[src/design/cfl_params.svh]
// Purpose: Constants for the converter fault latch and error log controller.
// Assumes: 100 MHz aclk.
// Notes: Offsets are byte addresses on the register bus.
`ifndef CFL_PARAMS_SVH
`define CFL_PARAMS_SVH
// ****************************************
// Register map
// ****************************************
`define CFL_A_PRE_TIME 8'h00
`define CFL_A_STATUS 8'h04
`define CFL_A_LOG_VIEW 8'h08
`define CFL_A_IRQ_STAT 8'h0c
`define CFL_A_IRQ_EN 8'h10
`define CFL_A_IRQ_CLR 8'h14
`define CFL_A_PARAM 8'h18
`define CFL_PRE_TIME_RST 16'h0bb8
`define CFL_RESP_OKAY 2'h0
`define CFL_RESP_SLVERR 2'h2
// ****************************************
// Timing
// ****************************************
`define CFL_CLK_NS 10
`define CFL_MS_NS 1000000
`define CFL_MS_CYCLES (`CFL_MS_NS / `CFL_CLK_NS)
`define CFL_FLASH_MS 8'hf9
// ****************************************
// Sequence and key input bits, log depth and interrupt bits
// ****************************************
`define CFL_IN_RUN 0
`define CFL_IN_RST 1
`define CFL_IN_CLR 2
`define CFL_IN_MENU 3
`define CFL_IN_UP 4
`define CFL_IN_DN 5
`define CFL_IN_LOG 6
`define CFL_LOG_DEPTH 4'ha
`define CFL_LOG_LAST 4'h9
`define CFL_IRQ_FAULT 0
`define CFL_IRQ_FULL 1
`define CFL_IRQ_RUN 2
`endif

[src/design/cfl_pkg.sv]
// Purpose: Types for the converter fault latch and error log controller.
// Assumes: Nothing beyond the constants header.
// Notes: State records are packed so that one flop bank holds them.
package cfl_pkg;
   typedef enum logic [1:0] {RUN_STOPPED, RUN_PRECHARGE, RUN_ACTIVE, RUN_DISCHARGE} cfl_run_t;
   typedef enum logic [1:0] {PANEL_STATUS, PANEL_PROG, PANEL_LOG} cfl_panel_t;
   typedef enum logic [1:0] {DISP_RUN, DISP_ERROR, DISP_BANNER, DISP_LOG} cfl_disp_t;
   typedef struct packed {
      logic [9:0][2:0] entry;
      logic [3:0] count;
      logic [2:0] rd_code;
   } cfl_log_state_t;
endpackage : cfl_pkg

[src/design/cfl_log_mem.sv]
// Purpose: Ten-entry error log, oldest entry at index 0.
// Assumes: por_n is asserted only when the backing store is first powered.
// Notes: aresetn of the controller does not touch this store.
`timescale 1ns/1ps
`default_nettype none
`include "cfl_params.svh"
module cfl_log_mem
   import cfl_pkg::*;
(
   // Clock and storage power-on reset
   input wire logic aclk,
   input wire logic por_n,
   // Commands
   input wire logic append,
   input wire logic [2:0] append_code,
   input wire logic clear,
   input wire logic [3:0] rd_idx,
   // Contents
   output logic [2:0] rd_code,
   output logic [3:0] count,
   output logic full
);
   cfl_log_state_t r;
   cfl_log_state_t n;
   logic [3:0] base;

   // ****************************************
   // Storage
   // ****************************************
   // The store is kept apart from the controller reset so that it behaves as retained memory.
   always_comb begin
      n = r;
      base = clear ? 4'h0 : r.count;
      n.count = base;
      if (append && base < `CFL_LOG_DEPTH) begin
         n.entry[base] = append_code;
         n.count = base + 4'h1;
      end
      n.rd_code = (rd_idx < `CFL_LOG_DEPTH) ? r.entry[rd_idx] : 3'h0;
   end

   always_ff @(posedge aclk) begin
      if (!por_n) begin
         r <= '0;
      end else begin
         r <= n;
      end
   end

   assign rd_code = r.rd_code;
   assign count = r.count;
   assign full = (r.count == `CFL_LOG_DEPTH);
endmodule : cfl_log_mem
`default_nettype wire

[src/design/cfl_ctrl.sv]
// Purpose: Fault latch, run sequencing, display and error log control of a power converter.
// Assumes: fault_in and bus_ok come from aclk logic; sequence and key inputs are asynchronous pins.
// Notes: Register bus is AXI4-Lite with 32-bit data.
`timescale 1ns/1ps
`default_nettype none
`include "cfl_params.svh"
module cfl_ctrl
   import cfl_pkg::*;
#(
   parameter int MS_CYCLES = `CFL_MS_CYCLES
)
(
   // Clock and reset
   input wire logic aclk,
   input wire logic aresetn,
   input wire logic log_por_n,
   // AXI4-Lite slave
   input wire logic [7:0] s_axi_awaddr,
   input wire logic s_axi_awvalid,
   output logic s_axi_awready,
   input wire logic [31:0] s_axi_wdata,
   input wire logic [3:0] s_axi_wstrb,
   input wire logic s_axi_wvalid,
   output logic s_axi_wready,
   output logic [1:0] s_axi_bresp,
   output logic s_axi_bvalid,
   input wire logic s_axi_bready,
   input wire logic [7:0] s_axi_araddr,
   input wire logic s_axi_arvalid,
   output logic s_axi_arready,
   output logic [31:0] s_axi_rdata,
   output logic [1:0] s_axi_rresp,
   output logic s_axi_rvalid,
   input wire logic s_axi_rready,
   // Sequence inputs and panel keys (asynchronous)
   input wire logic run_req,
   input wire logic reset_req,
   input wire logic key_clear,
   input wire logic parameter_menu_key,
   input wire logic key_up,
   input wire logic key_down,
   input wire logic key_log,
   // Converter side
   input wire logic [6:0] fault_in,
   input wire logic bus_ok,
   output logic pwm_enable,
   output logic precharge_en,
   output logic discharge_en,
   output logic param_edit_ok,
   // Display
   output cfl_disp_t disp_sel,
   output logic [2:0] disp_code,
   output logic [3:0] disp_index,
   output logic disp_lit,
   // Interrupt
   output logic irq
);
   typedef struct packed {
      logic [6:0] sync1, sync2, prev;
      cfl_run_t run_st;
      logic [15:0] timer;
      logic [16:0] ms_cnt;
      logic [7:0] flash_cnt;
      logic flash;
      logic [7:0] err, pend;
      logic [2:0] scroll;
      cfl_panel_t panel;
      logic [3:0] view;
      logic [15:0] pre_time, param;
      logic [2:0] irq_st, irq_en;
      logic aw_ok, w_ok, bvalid, rvalid;
      logic [7:0] awaddr;
      logic [31:0] wdata, rdata;
      logic [1:0] bresp;
      logic pwm, pre, dis;
      cfl_disp_t disp;
      logic [2:0] dcode;
      logic prev_full;
   } cfl_ctrl_state_t;

   cfl_ctrl_state_t r;
   cfl_ctrl_state_t n;
   logic [6:0] rise;
   logic run, ms_tick, timeout, pre_fault, err_clr, log_app, log_clr, wr_fire, rd_fire;
   logic [7:0] new_f;
   logic [2:0] app_code, log_rd;
   logic [3:0] log_count;
   logic log_full;

   function automatic logic [2:0] cfl_next_set(input logic [7:0] mask, input logic [2:0] cur);
      logic [2:0] idx;
      idx = cur;
      for (int i = 8; i >= 1; i--) begin
         if (mask[3'(cur + 3'(i))]) begin
            idx = 3'(cur + 3'(i));
         end
      end
      return idx;
   endfunction : cfl_next_set

   // ****************************************
   // Error log store
   // ****************************************
   cfl_log_mem u_log (
      .aclk(aclk),
      .por_n(log_por_n),
      .append(log_app),
      .append_code(app_code),
      .clear(log_clr),
      .rd_idx(n.view),
      .rd_code(log_rd),
      .count(log_count),
      .full(log_full)
   );

   // ****************************************
   // Next state
   // ****************************************
   always_comb begin
      n = r;
      n.sync1 = {key_log, key_down, key_up, parameter_menu_key, key_clear, reset_req, run_req};
      n.sync2 = r.sync1;
      n.prev = r.sync2;
      rise = r.sync2 & ~r.prev;
      run = r.sync2[`CFL_IN_RUN];
      ms_tick = (r.ms_cnt == 17'(MS_CYCLES - 1));
      n.ms_cnt = ms_tick ? 17'h0 : r.ms_cnt + 17'h1;
      // Flash half period counts milliseconds so the one long divider serves every slow timer.
      n.flash_cnt = r.flash_cnt;
      if (ms_tick) begin
         n.flash_cnt = (r.flash_cnt == `CFL_FLASH_MS) ? 8'h0 : r.flash_cnt + 8'h1;
         if (r.flash_cnt == `CFL_FLASH_MS) begin
            n.flash = !r.flash;
         end
      end
      timeout = (r.timer >= r.pre_time);
      pre_fault = (r.run_st == RUN_PRECHARGE) && timeout && !bus_ok;
      new_f = {fault_in, pre_fault};
      err_clr = (rise[`CFL_IN_RST] || (rise[`CFL_IN_CLR] && r.panel != PANEL_LOG)) && !run;
      // A fault in the clearing cycle survives the clear.
      n.err = (err_clr ? 8'h0 : r.err) | new_f;
      // Simultaneous faults queue and enter the log one per cycle.
      log_app = |r.pend;
      app_code = cfl_next_set(r.pend, 3'h7);
      n.pend = (r.pend & ~(8'h1 << app_code)) | (new_f & ~r.err);
      // ****************************************
      // Run sequence
      // ****************************************
      n.timer = (ms_tick && !timeout) ? r.timer + 16'h1 : r.timer;
      unique case (r.run_st)
         RUN_STOPPED: begin
            n.timer = 16'h0;
            if (run && !(|r.err) && !(|new_f)) begin
               n.run_st = RUN_PRECHARGE;
            end
         end
         RUN_PRECHARGE, RUN_ACTIVE: begin
            if (|new_f || |r.err || !run) begin
               n.run_st = RUN_DISCHARGE;
               n.timer = 16'h0;
            end else if (r.run_st == RUN_PRECHARGE && bus_ok) begin
               n.run_st = RUN_ACTIVE;
            end
         end
         RUN_DISCHARGE: begin
            if (timeout) begin
               n.run_st = RUN_STOPPED;
            end
         end
      endcase
      n.pwm = (n.run_st == RUN_ACTIVE);
      n.pre = (n.run_st == RUN_PRECHARGE);
      n.dis = (n.run_st == RUN_DISCHARGE);
      // ****************************************
      // Panel and display
      // ****************************************
      log_clr = 1'b0;
      unique case (r.panel)
         PANEL_STATUS: begin
            if (rise[`CFL_IN_MENU]) begin
               n.panel = PANEL_PROG;
            end else if (rise[`CFL_IN_LOG]) begin
               n.panel = PANEL_LOG;
               n.view = (log_count == 4'h0) ? 4'h0 : log_count - 4'h1;
            end
         end
         PANEL_PROG: begin
            if (rise[`CFL_IN_MENU]) begin
               n.panel = PANEL_STATUS;
            end
         end
         PANEL_LOG: begin
            if (rise[`CFL_IN_UP] && r.view + 4'h1 < log_count) begin
               n.view = r.view + 4'h1;
            end else if (rise[`CFL_IN_DN] && r.view != 4'h0) begin
               n.view = r.view - 4'h1;
            end else if (rise[`CFL_IN_CLR]) begin
               log_clr = 1'b1;
               n.view = 4'h0;
            end else if (rise[`CFL_IN_LOG]) begin
               n.panel = PANEL_STATUS;
            end
         end
         default: begin
            n.panel = PANEL_STATUS;
         end
      endcase
      if (|r.err && ms_tick && r.flash_cnt == `CFL_FLASH_MS && !r.flash) begin
         n.scroll = cfl_next_set(r.err, r.scroll);
      end else if (|r.err && !r.err[r.scroll]) begin
         n.scroll = cfl_next_set(r.err, r.scroll);
      end
      n.disp = (n.panel == PANEL_LOG) ? DISP_LOG : (n.panel == PANEL_PROG) ? DISP_BANNER :
               (|n.err) ? DISP_ERROR : DISP_RUN;
      n.dcode = (n.disp == DISP_ERROR) ? n.scroll : 3'h0;
      // ****************************************
      // Register bus
      // ****************************************
      if (s_axi_awvalid && !r.aw_ok && !r.bvalid) begin
         n.aw_ok = 1'b1;
         n.awaddr = s_axi_awaddr;
      end
      if (s_axi_wvalid && !r.w_ok && !r.bvalid) begin
         n.w_ok = 1'b1;
         n.wdata = s_axi_wdata;
      end
      wr_fire = r.aw_ok && r.w_ok && !r.bvalid;
      n.irq_st = r.irq_st;
      if (wr_fire) begin
         n.aw_ok = 1'b0;
         n.w_ok = 1'b0;
         n.bvalid = 1'b1;
         n.bresp = `CFL_RESP_OKAY;
         unique case ({r.awaddr[7:2], 2'h0})
            `CFL_A_PRE_TIME: n.pre_time = r.wdata[15:0];
            `CFL_A_IRQ_EN: n.irq_en = r.wdata[2:0];
            `CFL_A_IRQ_CLR: n.irq_st = r.irq_st & ~r.wdata[2:0];
            `CFL_A_PARAM: begin
               if (|r.err) begin
                  n.bresp = `CFL_RESP_SLVERR;
               end else begin
                  n.param = r.wdata[15:0];
               end
            end
            `CFL_A_STATUS, `CFL_A_LOG_VIEW, `CFL_A_IRQ_STAT: n.bresp = `CFL_RESP_OKAY;
            default: n.bresp = `CFL_RESP_SLVERR;
         endcase
      end else if (r.bvalid && s_axi_bready) begin
         n.bvalid = 1'b0;
      end
      // Event bits are set after the clear so a coincident event is kept.
      n.irq_st = n.irq_st | {n.pwm && !r.pwm, log_full && !r.prev_full, |(new_f & ~r.err)};
      n.prev_full = log_full;
      rd_fire = s_axi_arvalid && !r.rvalid;
      if (rd_fire) begin
         n.rvalid = 1'b1;
         n.rdata = 32'h0;
         unique case ({s_axi_araddr[7:2], 2'h0})
            `CFL_A_PRE_TIME: n.rdata[15:0] = r.pre_time;
            `CFL_A_STATUS: n.rdata[15:0] = {r.panel, log_count, r.run_st, r.err};
            `CFL_A_LOG_VIEW: n.rdata[6:0] = {r.view, log_rd};
            `CFL_A_IRQ_STAT: n.rdata[2:0] = r.irq_st;
            `CFL_A_IRQ_EN: n.rdata[2:0] = r.irq_en;
            `CFL_A_PARAM: n.rdata[15:0] = r.param;
            default: n.rdata = 32'h0;
         endcase
      end else if (r.rvalid && s_axi_rready) begin
         n.rvalid = 1'b0;
      end
   end

   always_ff @(posedge aclk) begin
      if (!aresetn) begin
         r <= '0;
         r.pre_time <= `CFL_PRE_TIME_RST;
         // Starting as full keeps a retained full log from raising a false event after reset.
         r.prev_full <= 1'b1;
      end else begin
         r <= n;
      end
   end

   // ****************************************
   // Outputs
   // ****************************************
   assign s_axi_awready = !r.aw_ok && !r.bvalid;
   assign s_axi_wready = !r.w_ok && !r.bvalid;
   assign s_axi_bvalid = r.bvalid;
   assign s_axi_bresp = r.bresp;
   assign s_axi_arready = !r.rvalid;
   assign s_axi_rvalid = r.rvalid;
   assign s_axi_rdata = r.rdata;
   assign s_axi_rresp = `CFL_RESP_OKAY;
   assign pwm_enable = r.pwm;
   assign precharge_en = r.pre;
   assign discharge_en = r.dis;
   assign param_edit_ok = !(|r.err);
   assign disp_sel = r.disp;
   assign disp_code = (r.disp == DISP_LOG) ? log_rd : r.dcode;
   assign disp_index = r.view;
   assign disp_lit = (r.disp == DISP_ERROR) ? r.flash : 1'b1;
   assign irq = |(r.irq_st & r.irq_en);
endmodule : cfl_ctrl
`default_nettype wire

[config.mk]
export PLATFORM = sky130hd
export DESIGN_NAME = cfl_ctrl
export DESIGN_NICKNAME = d
export VERILOG_FILES = /design/src/design/cfl_pkg.sv /design/src/design/cfl_log_mem.sv /design/src/design/cfl_ctrl.sv
export VERILOG_INCLUDE_DIRS = /design/src /design/src/design
export SDC_FILE = /design/constraint.sdc
export NUM_CORES = 1
export LEC_CHECK = 0
export BUFFER_PORTS_ARGS = -buffer_cell sky130_fd_sc_hd__buf_2
export CORE_ASPECT_RATIO = 1.4
export CORE_UTILIZATION = 63
export DETAILED_ROUTE_END_ITERATION = 12
export GPL_TIMING_DRIVEN = 0
export PLACE_DENSITY = 0.93
export SYNTH_ARGS = -nofsm -noshare
export SYNTH_HDL_FRONTEND = slang
export SYNTH_HIERARCHICAL = 1
export SYNTH_SLANG_ARGS = --single-unit
[constraint.sdc]
create_clock -name aclk -period 5.6 [get_ports aclk]
set_input_delay 1.12 -clock aclk [delete_from_list [all_inputs] [get_ports aclk]]
set_output_delay 1.12 -clock aclk [all_outputs]
set_load 0.02 [all_outputs]
Yosys cells after proc, flatten, opt, wreduce, memory -nomap -nowiden:

Index checks and enable logic that the tools add are counted.

* latch bits: 0
* input port bits: 75
* logic and storage cells: 270
* RAM bits: 0
* bits in registers: 220
* memories kept: 0
* output and inout bits: 56
* ROM bits: 0

* reduce and logical (&&, ||, !) cells: 69
* bitwise gates (word level): 14
* eq/ne operators: 28
* div/mod/pow operators: 0
* magnitude comparators: 15
* shift-type cells: 1
* multiply operators: 0
* muxes and demuxes: 86
* add/subtract/negate cells: 14

Operators with widths (number)
* two-way mux 3 bit: 20
* OR reduction 8 bit: 5
* < comparator 3 x 4 -> 1 bit, second input constant: 8
* two-way mux 16 bit: 2
* one-hot mux 16 bit (2 select lines): 1
* bitwise mux 30 bit: 1
* == test 6 x 3 -> 1 bit, second input constant: 5
* logical AND 1 bit: 29
* two-way mux 4 bit: 7
* one-hot mux 9 bit (3 select lines): 1
* two-way mux 2 bit: 13
* binary-select mux 1 bit (select 3 bit): 8
* == test 6 x 2 -> 1 bit, second input constant: 4
* two-way mux 8 bit: 3
* two-way mux 1 bit: 21
* one-hot mux 3 bit (6 select lines): 1
* adder 17 x 1 -> 17 bit, second input constant: 1
* == test 17 bit, second input constant: 1
* adder 16 x 1 -> 16 bit, second input constant: 1
* AND 8 bit: 2
* >= comparator 16 bit: 1
* inverter 8 bit: 2
* bitwise OR 8 bit: 2
* one-hot mux 4 bit (4 select lines): 1
* other kinds (41): 87

Longest topological paths before layout:

Gate-level depths: netlist of the first run.

* depth in word-level cells: 13
* depth in mapped cells: 18
* depth with buffers taken out: 15

Modules after synthesis:

The synthesis of the first run kept the hierarchy.

By module, submodules not included
* cfl_ctrl: cells an instance 1092, times used 1, seq. area each 3583.4 um^2, area an instance 9207.6 um^2
* cfl_log_mem: cells an instance 173, times used 1, seq. area each 740.7 um^2, area an instance 1808.0 um^2

Worst setup path after synthesis of the first run:

No wires, ideal clock.

* path type: register to register
* start: reg r, in the netlist disp_index[0]
* end: reg u_log/r[34] (netlist bit)
* period minus slack after synthesis: 3.607 ns
* data required time: 5.484 ns
* slack: 1.993 ns
* arrival time: 3.491 ns
* stages on the path, launching flop included: 19
* setup time: 0.116 ns
* path buffers: 3
* cell sequence: dfxtp_1 -> inv_1 -> ha_1 -> ha_1 -> a21boi_0 -> o21a_1 -> o21ai_1 -> and2_1 -> clkbuf_1 -> nor4_1 -> buf_2 -> and2b_2 -> inv_2 -> ha_1 -> nand2_1 -> or4b_1 -> clkbuf_1 -> mux2i_1 -> nor2b_1

* cells in the longest elaborated chain, start to end: 11
* elaborated cells between the ends (all ways): 17
* classes of those cells: 1 x add/sub; 4 x order compare; 7 x mux; 5 x reduce/logical

RTL lines
* from (decl): line cfl_ctrl.sv:81 `cfl_ctrl_state_t r;`
* from (signal assigned): line cfl_ctrl.sv:279 `r <= n;`
* adder 4 x 1 -> 4 bit or nonzero test 4 bit (tied branches): line cfl_ctrl.sv:193, cfl_ctrl.sv:195
* < comparator 4 bit or logical AND 1 bit (tied branches): line cfl_ctrl.sv:193, cfl_ctrl.sv:195
* logical AND 1 bit or two-way mux 1 bit (tied branches): line cfl_ctrl.sv:193, cfl_ctrl.sv:195
* two-way mux 1 bit (*): line cfl_ctrl.sv:193 `` if (rise[`CFL_IN_UP] && r.view + 4'h1 < log_count) begin ``
* two-way mux 1 bit (*): line cfl_ctrl.sv:178 `unique case (r.panel)`
* via log_clr: line cfl_ctrl.sv:84 `logic run, ms_tick, timeout, pre_fault, err_clr, log_app, log_clr, wr_fire, rd_fire;`
* two-way mux 4 bit (*): line cfl_log_mem.sv:33 `base = clear ? 4'h0 : r.count;`
* < comparator 4 x 5 -> 1 bit (not written as such) or >= comparator 4 x 1 -> 1 bit (tied branches): line cfl_log_mem.sv:36 `n.entry[base] = append_code;`
* logical AND 1 bit (not written as such): line cfl_log_mem.sv:36
* two-way mux 3 bit (not written as such): line cfl_log_mem.sv:36
* demux 3 bit (select 4 bit)
* bitwise mux 30 bit: line cfl_log_mem.sv:36
* to (signal assigned): line cfl_log_mem.sv:46 `r <= n;`
* to (decl): line cfl_log_mem.sv:23 `cfl_log_state_t r;`

The timed path passes the listed nets; every way through them passes the cells marked *.
A chain may end at the register's enable or synchronous reset.

Worst setup path after layout of the first run:

* start: reg r, in the netlist disp_index[0]
* end: reg u_log/r[35] (netlist bit)

The elaborated chain is that of the path after synthesis.

==> qor.csv, run 1 <==
metric,value,unit
run status,"complete, no violations",
Post-DP Area,11800,um2
"reg-to-reg slack, setup",1.30,ns
width of the die,114,um
Critical Path RT,5.99,ns
worst min-delay path category,register to register,
grt ovf,0,
Clock Skews,0.0107,ns
Final Non-Filler Cells,1640,
Max-slew headroom,30.2,%
"FFs w/ async S/R, synth",0,%
cell area power density,335,nW/um2
Sink Count,216,
Area contributors post-synth,"dfxtp_1 (39%), mux2i_1 (6.8%), nor2_1 (4.4%), nand2_1 (4.2%), ha_1 (4.0%)",
clock latency at the later pin of the worst-skew pair,0.50,ns
smallest hold slack,0.432,ns
root buffer cell,clkbuf_16,
met2 wire length,14900,um
number of clock buffers inserted by TritonCTS,22,
fraction of final layout cells with drive strength greater than 1,16.2,%
post-detailed-route wirelength per cell,18.1,um
HPWL after detailed placement,21500,um
Detailed Route Iter0 Violations,1075,
"buffers from clock root to sink, at most",3,
amount of wire on met3 after detailed routing,2450,um
largest area contributor in the netlist,dfxtp_1,
antenna fix cells,0,
number of unique standard cell types used by synthesis,82,
routed via count divided by cell count,6.03,
GPL Wtd Cong,0.926,
Ys Warns,6,
count of nets left with antenna violations after detail routing,0,
Pre-Repair DR Iteration Count,6,
fmax,0.233,GHz
Worst Setup Slack post-DPL,1.46,ns
fraction of the yosys area taken by sequential cells,39.3,%
nets,1502,
count of final setup violators,0,
max-slew violation count,0,
effective utilization at floorplan,65.0,%
drt drc,0,
accumulated negative setup slack,0,ns
final clock period utilization by the worst path,76.8,%
transition at the pin with the smallest max-transition slack,1.04,ns
highest ir drop seen on vdd,0.000297,V
Total Wirelength,29700,um
final critical-path setup slack,1.30,ns
DR vias,9897,
dominant synthesized flop cell,dfxtp_1,
average cell area after synthesis,8.71,um2
Syn-to-layout area delta,14.1,%
number of enable-type register cells in the synthesized netlist,0,
number of filler cells placed in the layout,1169,
total standard cell area after synthesis,11000,um2
Port Buf Inserts,85,
Cells after DPL,1600,
gate count after technology mapping,1265,
number of placement rows,56,
Maximum Capacitance Violations,0,
Yosys reg bits,216,
GRT Total Usage,32.9,%
floorplan die height,158,um
Finished Cell Area,12600,um2
critical path start-end classification,register to register,
WL met1,10700,um
vias in the first global route,9727,
CTS tree,built,
most common cell in the synthesized netlist,dfxtp_1,
Die Footprint,18000,um2
Top Metal Used,met4,
hold bufs inserted after CTS,0,
final critical-path required period,4.30,ns
Post-synth top cells,"dfxtp_1 (216), nor2_1 (130), nand2_1 (124), a21oi_1 (78), mux2i_1 (75)",
number of H-tree levels,1,
unrepaired setup endpoints after global routing,no,
clock transition at the registers of the reported paths,0.06,ns
largest net degree at the start of global routing,15,
hold violation total from the final report,0,
fraction of post-synthesis cell area in the top cell type by area,39.3,%
Setup Buffers After CTS,0,
largest fanout on the critical path,10,
cells resized by post-CTS repair,0,
static leakage,5.06,nW
capturing element type of the critical path,register,
first-pass GRT wire length,47200,um
area of the core,17000,um2
signal arrival time at the worst endpoint,4.69,ns
number of placed I/O pins,131,
number of antenna violations at the first check in global routing,0,
kind of start point of the critical path,register,
-- cells by family after synthesis --
logic type / share of synthesized area [%]
and+or+nand+nor: 22.5
DFF: 39.3
AOI/OAI and AO/OA: 12.4
buffers and inverters: 7.72
muxes: 10.7
xor gates and xnor gates: 3.49
adders and majority gates: 3.98
other: 0.0340
-- layout by cell type, fill, tap and decap left out, types with 9 or more instances in the layout --
cell type    n
nor3_1      27
mux2i_1     75
inv_1       53
clkbuf_1    57
buf_2       90
o21ai_0     37
nand2_1    124
clkbuf_16   23
o211ai_1     9
mux2_2      10
dfxtp_1    216
buf_4       50
and2_1      37
xor2_1      15
nand2b_1    24
and3_1      10
conb_1      19
a221oi_1    16
mux4_2      12
ha_1        35
xnor2_1     27
nand3_1     31
nor2_1     130
a21oi_1     78
or3_1       10
nor2b_1     39
nand4_1     11
nor4_1       9
-- routing by layer --
metal	vias up	track usage, %
li1	4559	-
met3	144	5.25
met5	-	0
met2	571	60.2
met1	4623	35.9
met4	0	19.1
-- final cells by class --
type / count / area, um2 / share of cell area, %
clock inverters: 9 / 130 / 1.04
flip-flops and latches: 216 / 4320 / 34.4
plain buffers: 113 / 648 / 5.16
repair buffers: 85 / 425 / 3.39
well taps: 232 / 290 / 2.31
multi-input cells: 900 / 5910 / 47.0
inverters: 54 / 203 / 1.61
clock buffers: 31 / 636 / 5.06
-- critical path, cell delays in order (launching register included) --
cell and delay, ns:
dfxtp_1 0.53, inv_1 0.10, ha_1 0.39, ha_1 0.32, a21boi_0 0.20, o21a_1 0.14
o21ai_1 0.09, and2_1 0.15, clkbuf_1 0.15, nor4_1 0.30, buf_2 0.26, and2b_2 0.26
inv_2 0.07, ha_1 0.16, nand2_1 0.09, or4b_1 0.52, clkbuf_1 0.18, mux2i_1 0.20
nor2b_1 0.07
-- where the power goes --
group / internal [mW] / switching (mW) / total, mW / leakage (nW)
Clock: 0.935 / 0.622 / 1.56 / 0.374
Sequential: 1.62 / 0.0625 / 1.68 / 1.76
Combinational: 0.413 / 0.561 / 0.974 / 2.93
-- metrics by stage --
step | power, mW | utilization, %
finish | 4.21 | 74.1
global route | 4.35 | 74.1
CTS | 4.18 | 74.1
detailed placement | 2.65 | 69.6
global placement | 2.61 | 69.6
floorplan | 2.42 | -
-- worst paths after layout --
check / start / end / depth (start not counted)
setup reg to reg: disp_index[0] / u_log/r[35] / 18
hold / removal: n[205] / n[198] / 1
hold reg to reg: n[205] / n[198] / 1
setup / recovery: disp_index[0] / u_log/r[35] / 18
-- state kept, by name, summed over array words and instances (netlist names), 2 cells and up --
signal / cells
disp_index: 4
disp_sel: 2
n: 14
r: 137
s_axi_rdata: 16
u_log/count: 4
u_log/r: 30
u_log/rd_code: 3
(Power assumes the default switching activity.)
==> run 2: changes to the inputs <==
Settings changed: CORE_UTILIZATION 63 to 59, PLACE_DENSITY 0.93 to 0.89.
Clock period 5.6 ns to 4.2 ns, I/O delays scaled along.
==> qor.csv, run 2 (same netlist as run 1, synthesis figures left out) <==
metric,value,unit,change
hold wc startpoint,n[207],,
nets,1505,,+0.20%
number of filler cells placed in the layout,1353,,+16%
CTS tree,built,,
run status,"complete, no violations",,
effective utilization at floorplan,60.7,%,-4.2 points
antenna fix cells,0,,unchanged
Maximum Capacitance Violations,0,,unchanged
area of the core,18100,um2,+7.0%
GPL Wtd Cong,0.939,,+1.4%
smallest hold slack,0.432,ns,+0.000133 ns
count of nets left with antenna violations after detail routing,0,,unchanged
depth of the worst hold-timing path,1,,unchanged
number of clock buffers inserted by TritonCTS,22,,unchanged
DR vias,9679,,-2.2%
Die Footprint,19200,um2,+6.7%
final critical-path required period,3.98,ns,-0.325 ns
RR Endpoint,u_log/r[34],,
transition at the pin with the smallest max-transition slack,0.908,ns,-0.130 ns
max-slew violation count,0,,unchanged
root buffer cell,clkbuf_16,,
number of antenna violations at the first check in global routing,0,,unchanged
most prevalent standard cell on the critical path,ha_1,,
largest net degree at the start of global routing,16,,+1
width of the die,117,um,+3.3%
hold violation total from the final report,0,,unchanged
clock transition at the registers of the reported paths,0.06,ns,about the same
highest-delay cell along the critical path,or4b_1,,
Clock Skews,0.0122,ns,+0.00145 ns
floorplan die height,164,um,+3.3%
grt ovf,0,,unchanged
Port Buf Inserts,85,,unchanged
hold bufs inserted after CTS,0,,unchanged
Sink Count,216,,unchanged
vias in the first global route,9574,,-1.6%
"top library cells by usage in the layout, fill and taps aside","dfxtp_1 (214), nor2_1 (130), nand2_1 (124)",,
static leakage,5.08,nW,+0.42%
number of placed I/O pins,131,,unchanged
fmax,0.252,GHz,+8.2%
routed via count divided by cell count,5.86,,-2.9%
accumulated negative setup slack,0,ns,unchanged
launch point of the worst reg-to-reg path,disp_index[0],,
final clock period utilization by the worst path,94.6,%,+18 points
length in cells of the worst reg-to-reg path,18,,unchanged
first-pass GRT wire length,46600,um,-1.3%
number of placement rows,58,,+3.6%
"buffers from clock root to sink, at most",3,,unchanged
highest ir drop seen on vdd,0.000357,V,+20%
number of H-tree levels,1,,unchanged
Worst path max stage delay,0.52,ns,about the same
post-detailed-route wirelength per cell,17.4,um,-3.9%
register name with the most flops,r,,
final critical-path setup slack,0.225,ns,-1.08 ns
post-layout total power,5.63,mW,+34%
capturing element type of the critical path,register,,
unrepaired setup endpoints after global routing,no,,
Total Wirelength,28700,um,-3.3%
drt drc,0,,unchanged
HPWL after detailed placement,21000,um,-2.5%
end of the worst hold path,n[200],,
largest fanout on the critical path,8,,-2
Detailed Route Iter0 Violations,1023,,-4.8%
Syn-to-layout area delta,14.6,%,
worst min-delay path category,register to register,,
"Critical Path, Cell by Cell",inv_1 > ha_1 > ha_1 > a21boi_0 > o21a_1 > o21ai_1 > and2_1 > clkbuf_1 > nor4_2 > buf_4 > and2b_2 > inv_2 > ha_1 > nand2_1 > or4b_1 > clkbuf_1 > mux2i_1 > nor2b_1,,
most common library cell in the layout ignoring fill and taps,dfxtp_1,,
GRT Total Usage,29.9,%,-3.0 points
cell area power density,446,nW/um2,+33%
kind of start point of the critical path,register,,
clock latency at the later pin of the worst-skew pair,0.52,ns,+0.02 ns
count of final setup violators,0,,unchanged
signal arrival time at the worst endpoint,4.38,ns,-0.31 ns
fraction of final layout cells with drive strength greater than 1,16.6,%,+0.39 points
Max-slew headroom,38.9,%,+8.7 points
Worst Setup Slack post-DPL,0.0424,ns,-1.42 ns
cell type group with the largest total delay on the critical path,simple AND/OR/NAND/NOR gates,,
Buffers & Inverters on Critical Path,5,,unchanged
"reg-to-reg slack, setup",0.22,ns,-1.08 ns
Pre-Repair DR Iteration Count,5,,-1
number of flip-flops under the largest register name,137,,unchanged
critical path start-end classification,register to register,,
Critical Path RT,4.61,ns,-1.38 ns
==> run 2: layout make-up <==
type                            instances  area [um2]  area share (%)
Buffer                                113         651            5.15
Clock inverter                         10         159            1.26
Sequential cell                       216        4330            34.3
Timing Repair Buffer                   88         448            3.55
Clock buffer                           30         622            4.92
Inverter                               54         203            1.61
Multi-Input combinational cell        900        5910            46.8
Tap cell                              240         300            2.38
==> run 2: how the worst max path moves through the flow <==
stage                   from          end  slack [ns]  depth (start not counted)
5_1_grt        disp_index[0]  u_log/r[35]        0.01                         18
6_report       disp_index[0]  u_log/r[34]        0.22                         18
4_1_cts        disp_index[0]  u_log/r[34]        0.08                         18
2_1_floorplan  disp_index[0]  u_log/r[34]        0.59                         18
3_3_place_gp   disp_index[0]  u_log/r[36]        0.15                         18
3_5_place_dp   disp_index[0]  u_log/r[34]        0.04                         18
==> run 2: through the flow <==
step,instances,instance area [um2],util [%]
after floorplan,1283,11100,-
after global placement,1608,11800,65.1
after detailed placement,1608,11800,65.1
after CTS,1648,12600,69.4
after global routing,1651,12600,69.6
final,1651,12600,69.6
==> run 2: timing repair <==
item	in CTS	in global routing
pin swaps	0	1
resized for setup	2	4
endpoints found under the setup margin	3	4
buffers inserted	0	3
==> run 2: layer usage <==
metal  track usage [%]  vias up  part of all wire (%)
met5                 0        -                     0
met4              17.6        0                   5.1
met3              4.16      118                   6.6
met2              54.3      457                    50
met1              33.4     4531                    38
li1                  -     4573                     -
==> run 2: power by group <==
group	switching (mW)	internal, mW
clock network	0.830	1.29
registers	0.0821	2.15
logic	0.727	0.551
total	1.64	3.99
